==> config.mk <==
export PLATFORM = sky130hd
export DESIGN_NAME = pcf_fetch_pipeline
export DESIGN_NICKNAME = d
export VERILOG_FILES = /design/src/pcf_pkg.sv /design/src/pcf_fetch_pipeline.sv
export SDC_FILE = /design/constraint.sdc
export NUM_CORES = 1
export LEC_CHECK = 0
export BUFFER_PORTS_ARGS = -buffer_cell sky130_fd_sc_hd__buf_2
export CORE_MARGIN = 3
export CORE_UTILIZATION = 53
export CTS_CLUSTER_DIAMETER = 50
export CTS_CLUSTER_SIZE = 40
export DETAILED_ROUTE_END_ITERATION = 10
export PLACE_DENSITY = 0.85
export SYNTH_ARGS = -nofsm -noshare
export SYNTH_HDL_FRONTEND = slang
export SYNTH_SLANG_ARGS = --single-unit
==> constraint.sdc <==
create_clock -name CLOCK_IN -period 7.89 [get_ports CLOCK_IN]
set_input_delay 0.3945 -clock CLOCK_IN [delete_from_list [all_inputs] [get_ports CLOCK_IN]]
set_output_delay 0.3945 -clock CLOCK_IN [all_outputs]
set_load 0.01 [all_outputs]
==> src/pcf_pkg.sv <==
// constants shared by the program counter and fetch sequencer
package pcf_pkg;
    // instruction phases, one full sequence is one instruction cycle
    typedef enum logic [1:0] {
        PCF_T1 = 2'b00,
        PCF_T2 = 2'b01,
        PCF_T3 = 2'b10,
        PCF_T4 = 2'b11
    } pcf_phase_e;
    localparam pcf_phase_e PCF_PHASE_RST = PCF_T4; // reset parks at the last phase
    localparam int PCF_PC_W_DEF = 12;              // 12 or 13 bits by memory size
    localparam int PCF_INSTR_W = 16;               // program word width
    localparam int PCF_PCL_W = 8;                  // software visible low byte
    // register byte offsets on the bus
    localparam logic [3:0] PCF_OFS_PCL = 4'h0;     // program_counter_low
    localparam logic [3:0] PCF_OFS_STAT = 4'h4;    // status and full counter
    // status field positions
    localparam int PCF_STAT_PC_LSB = 0;
    localparam int PCF_STAT_VALID_BIT = 16;
    localparam int PCF_STAT_SECOND_BIT = 17;
    localparam int PCF_STAT_PEND_BIT = 18;
    localparam int PCF_STAT_PHASE_LSB = 20;
    // reset values
    localparam logic [15:0] PCF_RESET_VECTOR = 16'h0000;
    localparam logic [15:0] PCF_DUMMY_WORD = 16'h0000;
    localparam logic [3:0] PCF_PHASE_OH_RST = 4'h8;
    localparam logic [31:0] PCF_WB_DAT_RST = 32'h0000_0000;
endpackage

==> src/pcf_fetch_pipeline.sv <==
// program counter and four-phase instruction fetch sequencer with wishbone access
// Contract
// RL1 - four phases from system clock form one cycle
// RL2 - counter advances and fetch starts at first phase
// RL3 - next fetch overlaps current execution; extended takes two
// RL4 - counter-changing instructions cost one extra cycle
// RL5 - counter otherwise increases by exactly one
// RL6 - jump, call, interrupt, reset load destination directly
// RL7 - satisfied skip discards prefetch, runs dummy cycle
// RL8 - counter 12 or 13 bits, low byte visible
// RL9 - low byte writable, branch stays in page
// RL10 - low byte write inserts one dummy cycle
// RL11 - reset loads vector zero, execution starts there
// RL12 - low byte write keeps upper counter bits
`timescale 1ns/100ps
`default_nettype none
module pcf_fetch_pipeline
    import pcf_pkg::*;
#(
    parameter int PC_W = PCF_PC_W_DEF // RL8 width, 12 or 13
) (
    input wire logic CLOCK_IN,
    input wire logic RESET_IN,
    // wishbone slave
    input wire logic WB_CYC_IN,
    input wire logic WB_STB_IN,
    input wire logic WB_WE_IN,
    input wire logic [3:0] WB_ADR_IN,
    input wire logic [3:0] WB_SEL_IN,
    input wire logic [31:0] WB_DAT_IN,
    output logic [31:0] WB_DAT_OUT,
    output logic WB_ACK_OUT,
    // program memory side
    output logic [PC_W-1:0] PMEM_ADDR_OUT,
    output logic PMEM_RD_OUT,
    input wire logic [PCF_INSTR_W-1:0] PMEM_DATA_IN,
    // decode and execute side
    output logic [3:0] PHASE_OUT,
    output logic [PCF_INSTR_W-1:0] INSTR_OUT,
    output logic INSTR_VALID_OUT,
    output logic INSTR_SECOND_OUT,
    output logic [PC_W-1:0] PC_OUT,
    input wire logic BRANCH_IN,
    input wire logic [PC_W-1:0] TARGET_IN,
    input wire logic SKIP_IN,
    input wire logic EXTEND_IN
);
    // phase sequencer state
    pcf_phase_e phase_r, phase_nxt;
    logic [3:0] phase_oh_r, phase_oh_nxt;       // one-hot copy for the decoder
    // counter and fetch state
    logic [PC_W-1:0] pc_r, pc_nxt;               // next address to fetch
    logic [PC_W-1:0] faddr_r, faddr_nxt;         // address of the word in flight
    logic rd_r, rd_nxt;                          // memory read strobe
    logic hold_r, hold_nxt;                      // no fetch in extended second cycle
    logic [PCF_INSTR_W-1:0] fetch_r, fetch_nxt;  // prefetched word
    logic [PCF_INSTR_W-1:0] instr_r, instr_nxt;  // word under execution
    logic valid_r, valid_nxt;                    // low marks a dummy cycle
    logic second_r, second_nxt;                  // second cycle of an extended word
    logic boot_r, boot_nxt;                      // first cycle after reset
    // bus state
    logic ack_r, ack_nxt;
    logic [31:0] rdat_r, rdat_nxt;
    logic pend_r, pend_nxt;                      // low byte write awaiting cycle end
    logic [PCF_PCL_W-1:0] pdat_r, pdat_nxt;      // value written to the low byte
    // decode helpers
    logic cyc_end;                               // last phase of the cycle
    logic redirect;                              // prefetched word must be dropped
    logic [PC_W-1:0] pc_src;                     // address fetched next cycle
    logic bus_req;
    logic pcl_wr;
    logic [31:0] stat_word;

    assign cyc_end = (phase_r == PCF_T4);
    assign bus_req = WB_CYC_IN && WB_STB_IN && !ack_r;
    assign pcl_wr = bus_req && WB_WE_IN && (WB_ADR_IN == PCF_OFS_PCL) && WB_SEL_IN[0];

    // redirect target, priority reset then branch then low byte write then skip
    always_comb begin
        redirect = 1'b0;
        pc_src = pc_r;
        if (boot_r) begin
            redirect = 1'b1;
            pc_src = PCF_RESET_VECTOR[PC_W-1:0]; // RL11
        end else if (valid_r && BRANCH_IN) begin
            redirect = 1'b1;
            pc_src = TARGET_IN; // RL6
        end else if (pend_r) begin
            redirect = 1'b1;
            // only the low byte changes so the jump stays in page
            pc_src = {pc_r[PC_W-1:PCF_PCL_W], pdat_r}; // RL9 RL12
        end else if (valid_r && SKIP_IN && !second_r) begin
            redirect = 1'b1; // RL7
        end
    end

    // phase rotation, one state per clock, no stall ever
    always_comb begin
        case (phase_r)
            PCF_T1: phase_nxt = PCF_T2;
            PCF_T2: phase_nxt = PCF_T3;
            PCF_T3: phase_nxt = PCF_T4;
            PCF_T4: phase_nxt = PCF_T1;
            default: phase_nxt = PCF_T1;
        endcase
        phase_oh_nxt = 4'h1 << phase_nxt; // RL1
    end

    always_ff @(posedge CLOCK_IN or posedge RESET_IN) begin
        if (RESET_IN) begin
            phase_r <= PCF_PHASE_RST;
            phase_oh_r <= PCF_PHASE_OH_RST;
        end else begin
            phase_r <= phase_nxt;
            phase_oh_r <= phase_oh_nxt;
        end
    end

    // counter, fetch address and execute slot updated at the end of the last phase, prefetched word at the end of the second
    always_comb begin
        pc_nxt = pc_r;
        faddr_nxt = faddr_r;
        rd_nxt = 1'b0;
        hold_nxt = hold_r;
        fetch_nxt = fetch_r;
        instr_nxt = instr_r;
        valid_nxt = valid_r;
        second_nxt = second_r;
        boot_nxt = boot_r;
        // word read during the first phase is returned in the second
        if (phase_r == PCF_T2 && !hold_r) begin
            fetch_nxt = PMEM_DATA_IN; // RL3
        end
        if (cyc_end) begin
            boot_nxt = 1'b0;
            if (redirect) begin
                // dropping the prefetch costs exactly one dummy cycle
                instr_nxt = PCF_DUMMY_WORD; // RL4 RL7 RL10
                valid_nxt = 1'b0;
                second_nxt = 1'b0;
                hold_nxt = 1'b0;
                faddr_nxt = pc_src; // RL2
                pc_nxt = pc_src + 1'b1; // RL5
                rd_nxt = 1'b1;
            end else if (valid_r && EXTEND_IN && !second_r) begin
                // extended word keeps the slot, prefetch waits one cycle
                second_nxt = 1'b1; // RL3
                hold_nxt = 1'b1;
            end else begin
                instr_nxt = fetch_r; // RL3
                valid_nxt = 1'b1;
                second_nxt = 1'b0;
                hold_nxt = 1'b0;
                faddr_nxt = pc_r; // RL2
                pc_nxt = pc_r + 1'b1; // RL5
                rd_nxt = 1'b1;
            end
        end
    end

    always_ff @(posedge CLOCK_IN or posedge RESET_IN) begin
        if (RESET_IN) begin
            pc_r <= '0;
            faddr_r <= '0;
            rd_r <= 1'b0;
            hold_r <= 1'b0;
            fetch_r <= PCF_DUMMY_WORD;
            instr_r <= PCF_DUMMY_WORD;
            valid_r <= 1'b0;
            second_r <= 1'b0;
            boot_r <= 1'b1;
        end else begin
            pc_r <= pc_nxt;
            faddr_r <= faddr_nxt;
            rd_r <= rd_nxt;
            hold_r <= hold_nxt;
            fetch_r <= fetch_nxt;
            instr_r <= instr_nxt;
            valid_r <= valid_nxt;
            second_r <= second_nxt;
            boot_r <= boot_nxt;
        end
    end

    // status word: live counter, slot flags and phase
    always_comb begin
        stat_word = '0;
        stat_word[PCF_STAT_PC_LSB +: PC_W] = pc_r;
        stat_word[PCF_STAT_VALID_BIT] = valid_r;
        stat_word[PCF_STAT_SECOND_BIT] = second_r;
        stat_word[PCF_STAT_PEND_BIT] = pend_r;
        stat_word[PCF_STAT_PHASE_LSB +: 2] = phase_r;
    end

    // wishbone slave, one wait state, unmapped reads return zero
    always_comb begin
        ack_nxt = bus_req;
        rdat_nxt = rdat_r;
        pend_nxt = pend_r;
        pdat_nxt = pdat_r;
        if (bus_req && !WB_WE_IN) begin
            case (WB_ADR_IN)
                PCF_OFS_PCL: rdat_nxt = {24'h000000, pc_r[PCF_PCL_W-1:0]}; // RL8
                PCF_OFS_STAT: rdat_nxt = stat_word;
                default: rdat_nxt = PCF_WB_DAT_RST;
            endcase
        end
        // applied at the coming cycle end, or dropped if a branch is taken there; a new write in that cycle wins
        if (cyc_end && pend_r && !boot_r) begin
            pend_nxt = 1'b0;
        end
        if (pcl_wr) begin
            pend_nxt = 1'b1; // RL9
            pdat_nxt = WB_DAT_IN[PCF_PCL_W-1:0];
        end
    end

    always_ff @(posedge CLOCK_IN or posedge RESET_IN) begin
        if (RESET_IN) begin
            ack_r <= 1'b0;
            rdat_r <= PCF_WB_DAT_RST;
            pend_r <= 1'b0;
            pdat_r <= '0;
        end else begin
            ack_r <= ack_nxt;
            rdat_r <= rdat_nxt;
            pend_r <= pend_nxt;
            pdat_r <= pdat_nxt;
        end
    end

    assign WB_ACK_OUT = ack_r;
    assign WB_DAT_OUT = rdat_r;
    assign PMEM_ADDR_OUT = faddr_r;
    assign PMEM_RD_OUT = rd_r;
    assign PHASE_OUT = phase_oh_r;
    assign INSTR_OUT = instr_r;
    assign INSTR_VALID_OUT = valid_r;
    assign INSTR_SECOND_OUT = second_r;
    assign PC_OUT = pc_r;
endmodule
`default_nettype wire

# Word-level counts from Yosys, hierarchy flattened
# Cells that the tools add are included.
[word_totals]
ff_bits = 108
in_bits = 76
output_inout_bits = 80
elab_cells = 68
[classes]
n_addsub = 2
n_eq_ne = 5
n_shift = 1
mux = 24
n_reduce_logical = 22
[op_table]
columns = ["operator", "n"]
rows = [
  ["$mux W12", 6],
  ["$pmux W22 S2", 1],
  ["$mux W16", 2],
  ["$add A12 B1 Y12 const B", 2],
  ["$logic_and A1 B1 Y1", 14],
  ["$mux W1", 13],
  ["$mux W8", 1],
  ["$pmux W2 S4", 1],
  ["$eq A2 B2 Y1 const B", 2],
  ["$eq A4 B3 Y1 const B", 1],
  ["$logic_not A1 Y1", 4],
  ["$logic_not A4 Y1", 1],
  ["$shl A1 B2 Y4 const A", 1],
  ["$eq A2 B1 Y1 const B", 1],
  ["$logic_not A2 Y1", 1],
  ["$ne A2 B2 Y1 const B", 1],
  ["$reduce_and A2 Y1", 1],
  ["$reduce_bool A2 Y1", 1],
]

# Longest topological paths before layout
[depth]
word_depth = 8
mapped_depth = 8

# Worst setup path after synthesis
# Ideal clock, no wire load.
[synth_timing]
path_kind = "reg-to-reg"
start = "register valid_r, in the netlist INSTR_VALID_OUT"
end = "register pc_r[8], in the netlist PC_OUT[8]"
t_arrival_ps = 1955
path_slack_ps = 5803
path_stages_with_launch = 7
n_path_buf = 0
path_cell_list = "dfrtp_1 and3b_1 a211oi_1 ha_1 o2111a_1 a21boi_0 or3_1"
[synth_between]
elab_chain_len = 8
[synth_lines]
columns = ["item", "line", "source"]
rows = [
  ["start, declared", "pcf_fetch_pipeline.sv:58", "logic valid_r, valid_nxt;"],
  ["start signal, assigned", "pcf_fetch_pipeline.sv:179", "valid_r <= valid_nxt;"],
  ["parallel branches: the longest is 8 deep, another holds $add A12 B1 Y12", "n/a", ""],
  ["end signal, assigned", "pcf_fetch_pipeline.sv:173", "pc_r <= pc_nxt;"],
  ["end, declared", "pcf_fetch_pipeline.sv:52", "logic [PC_W-1:0] pc_r, pc_nxt;"],
]
# Parallel ways; which one is timed is not known.
# A chain may end at the register's enable or synchronous reset.

# Worst setup path in the final report
[layout_timing]
start = "register pend_r"
end = "register pc_r[8], in the netlist PC_OUT[8]"
[layout_between]
elab_chain_len = 5
[layout_lines]
columns = ["item", "line", "source"]
rows = [
  ["start, declared", "pcf_fetch_pipeline.sv:64", "logic pend_r, pend_nxt;"],
  ["start signal, assigned", "pcf_fetch_pipeline.sv:227", "pend_r <= pend_nxt;"],
  ["$mux W8 or $mux W1 (tied branches)", "pcf_fetch_pipeline.sv:88", "end else if (pend_r) begin"],
  ["$mux W12 or $mux W1 (tied branches)", "pcf_fetch_pipeline.sv:85", "end else if (valid_r && BRANCH_IN) begin"],
  ["$mux W12 or $mux W1 (tied branches)", "pcf_fetch_pipeline.sv:82", "if (boot_r) begin"],
  ["$add A12 B1 Y12 or $ne A2 B2 Y1 (tied branches)", "n/a", ""],
  ["$mux W12 or $reduce_and A2 Y1 (tied branches)", "n/a", ""],
]
# Several ways; a longest one is shown, not always the timed one.

==> impl_metrics.csv <==
group,metric,value,unit
grt,track_usage,21.3,%
critical_path,crit_chain,"nor4_1, a31o_2, inv_1, o21ai_0, nor4_1, or3_1",
yosys,syn_inst,369,
placed_design,place_inst,563,
die,start_util,56.0,%
min_path,hold_path_class,"in2async",
critical_path,crit_path_frequent_cell,"nor4_1",
detailed_routing,wl_per_cell,15.8,um
clock_tree,clock_latency,0.36,ns
timing,tns,0,ns
die,die_w,94.7,um
timing,rsz0062_at_grt,"false",
finish,diodes,0,
finish,stdcell_area,4950,sq um
detailed_routing,dr.first_iter.drc_count,135,
yosys,ys_types,53,
yosys,ys_seq_area_share,55.9,%
yosys,synth_flop_cell,"dfrtp_1",
clock_tree,clkTransAtPathRegs,0.09,ns
yosys,synthArstFlopShare,100,%
clock_tree,cts-root-buf,"clkbuf_8",
critical_path,end_kind,"register",
finish,finalNonFillerCells,579,
finish,drive_gt1_share,36.5,%
yosys,ys_warn_count,0,
yosys,synth.avg_cell_area,11.3,sq um
critical_path,worst-path-buf-inv,1,
pwr,pwr_density_cell,249,nW/um^2
placed_design,dp_hpwl,6600,um
clock_tree,cts.sink_count,93,
grt,grt_pass1_wl,14800,um
critical_path,critPathLaunchType,"register",
die,io_pins,156,
timing,post-route-period-util,39.5,%
clock_tree,htree_levels,3,
critical_path,path_class,"reg2reg",
clock_tree,cts_resized,0,
critical_path,slowest_delay,0.79,ns
timing,worstMarginPinSlew,1.10,ns
yosys,syn_area,4170,sq um
clock_tree,clockBufferDepth,2,
critical_path,worst_path_max_delay_cell,"a31o_2",
critical_path,setup.worst_path.start,"pend_r",
pwr,power_leakage,2.47,nW
die,num_rows,31,
detailed_routing,viasPerCell,5.39,
run_status,status,"completed",
placed_design,dp_slack,4.77,ns
yosys,synth_edf_count,0,
finish,fin_nets,558,
timing,holdWs,0.161,ns
job,max_cap_violations,0,
critical_path,cpLargestDelayFamily,"compound AO/OA/AOI/OAI gates",
timing,period_needed,3.12,ns
timing,drv_slew,0,
grt,grt_pass1_vias,3115,
grt,grt_max_degree,50,
clock_tree,cts_setup_buffers,0,
yosys,yosys_register_bits,93,
critical_path,worstPathArrival,3.36,ns
detailed_routing,wirelength,9160,um
placed_design,gp_congestion,0.923,
clock_tree,cts_buffers,9,
finish,syn2layout_area_growth,18.7,%
timing,relSlewSlack,26.2,%
detailed_routing,drt_first_pass_iters,4,
timing,finClkSkew,0.0118,ns
grt,antenna_found_initial,0,
critical_path,cp.required,8.13,ns
die,die_area,8970,sq um
clock_tree,cts_tree,"built",
grt,overflow,0,
clock_tree,cts_hold_buf,0,
die,die_height,94.7,um
critical_path,r2r-start,"pend_r",
detailed_routing,drc_errors,0,
critical_path,crit_fanout,42,
timing,layout_setup_ws,4.77,ns
timing,setup_viol,0,
die,core,7450,sq um
placed_design,placed_area,4740,sq um
timing,hold_violations,0,
timing,fmax,0.320,GHz
pwr,vdd_ir_drop_max,0.000118,V
placed_design,port_buffers,113,
detailed_routing,vias,3122,
detailed_routing,ant_nets,0,
## cell type report
class	instances	area, sq um
repair buffers	115	581
flip-flops and latches	93	2330
inverters	8	31.3
clock inverters	6	75.1
multi-input cells	248	1670
fillers	608	2500
clock buffers	10	138
well taps	99	124
## kinds of logic (layout without fill, tap and decap cells)
family          Yosys count  in the layout  synth area share (%)
flops                    93             93                  55.9
buf+inv                  42            139                  5.34
compound gates           82             82                  14.2
simple gates            105            105                  12.3
fa+ha+maj                 7              7                  2.10
mux                      36             36                  9.45
other cells               1             15                0.0899
xor+xnor                  3              3                 0.630
## synth_stat cells, drive strengths merged, types with 2 or more instances
| cell type | instances | area share (%) |
|---|---|---|
| or3 | 5 | 0.81 |
| nor2b | 3 | 0.45 |
| a21o | 3 | 0.54 |
| nor3 | 5 | 0.84 |
| and2 | 2 | 0.30 |
| nand3 | 9 | 1.2 |
| nor2 | 12 | 1.1 |
| a211oi | 5 | 1.0 |
| ha | 7 | 2.1 |
| clkbuf | 15 | 1.3 |
| dfstp | 4 | 2.5 |
| a21bo | 3 | 0.72 |
| xor2 | 2 | 0.42 |
| inv | 8 | 0.72 |
| mux2i | 9 | 2.2 |
| buf | 19 | 3.3 |
| o21a | 2 | 0.36 |
| and3b | 4 | 0.84 |
| nand3b | 2 | 0.36 |
| a21boi | 2 | 0.36 |
| nand2 | 54 | 4.9 |
| a31oi | 3 | 0.45 |
| a22o | 26 | 5.5 |
| a21oi | 3 | 0.36 |
| mux2 | 27 | 7.3 |
| dfrtp | 89 | 53 |
| o21ai | 26 | 3.1 |
| nor4 | 4 | 0.75 |
## layout by cell type, fill, tap and decap left out, types with 7 or more instances in the layout
cell type,count
ha_1,7
mux2_2,27
dfrtp_1,89
mux2i_1,9
buf_2,113
nor2_1,12
inv_1,7
nand2_1,54
conb_1,15
nand3_1,8
a22o_1,26
clkbuf_8,10
o21ai_0,25
## stage by stage
step	power, mW	utilization, %
detailed placement	0.902	63.6
floorplan	0.784	-
CTS	1.24	66.5
global placement	0.894	63.6
finish	1.23	66.5
global route	1.30	66.5
## where the power goes
part	internal (mW)	switching, mW
Clock	0.161	0.175
Sequential	0.544	0.0567
Combinational	0.130	0.165
Total	0.835	0.397
## per-layer routing
layer	wire [um]	global-route usage [%]	part of all wire, %	vias up
li1	-	-	-	1488
met1	4080	28.5	45	1506
met2	4270	34.1	47	116
met3	691	4.94	7.5	12
met4	123	7.93	1.3	0
met5	0	0	0	-
## worst register-to-register path, cell delays in order, from the launching register on
cell     delay, ns
dfrtp_1       0.58
nor4_1        0.45
a31o_2        0.79
inv_1         0.57
o21ai_0       0.21
nor4_1        0.07
or3_1         0.35
## worst paths after layout
| kind | to | slack (ns) | cells past startpoint |
|---|---|---|---|
| setup reg to reg | PC_OUT[8] | 4.77 | 6 |
| min in group CLOCK_IN | fetch_r[4] | 0.26 | 2 |
| setup / recovery | PC_OUT[8] | 4.77 | 6 |
| hold / removal | PHASE_OUT[1] | 0.16 | 2 |
| max in group asynchronous | PMEM_ADDR_OUT[9] | 6.68 | 3 |
| hold reg to reg | WB_ACK_OUT | 0.46 | 1 |
## flip-flops by register name, summed over array words and instances, names as in the netlist, 2 cells and up
name,flops
pdat_r,8
fetch_r,16
phase_r,2
INSTR_OUT,16
PC_OUT,12
WB_DAT_OUT,17
PMEM_ADDR_OUT,12
PHASE_OUT,4
No activity file was read; power rests on OpenSTA's default activity.
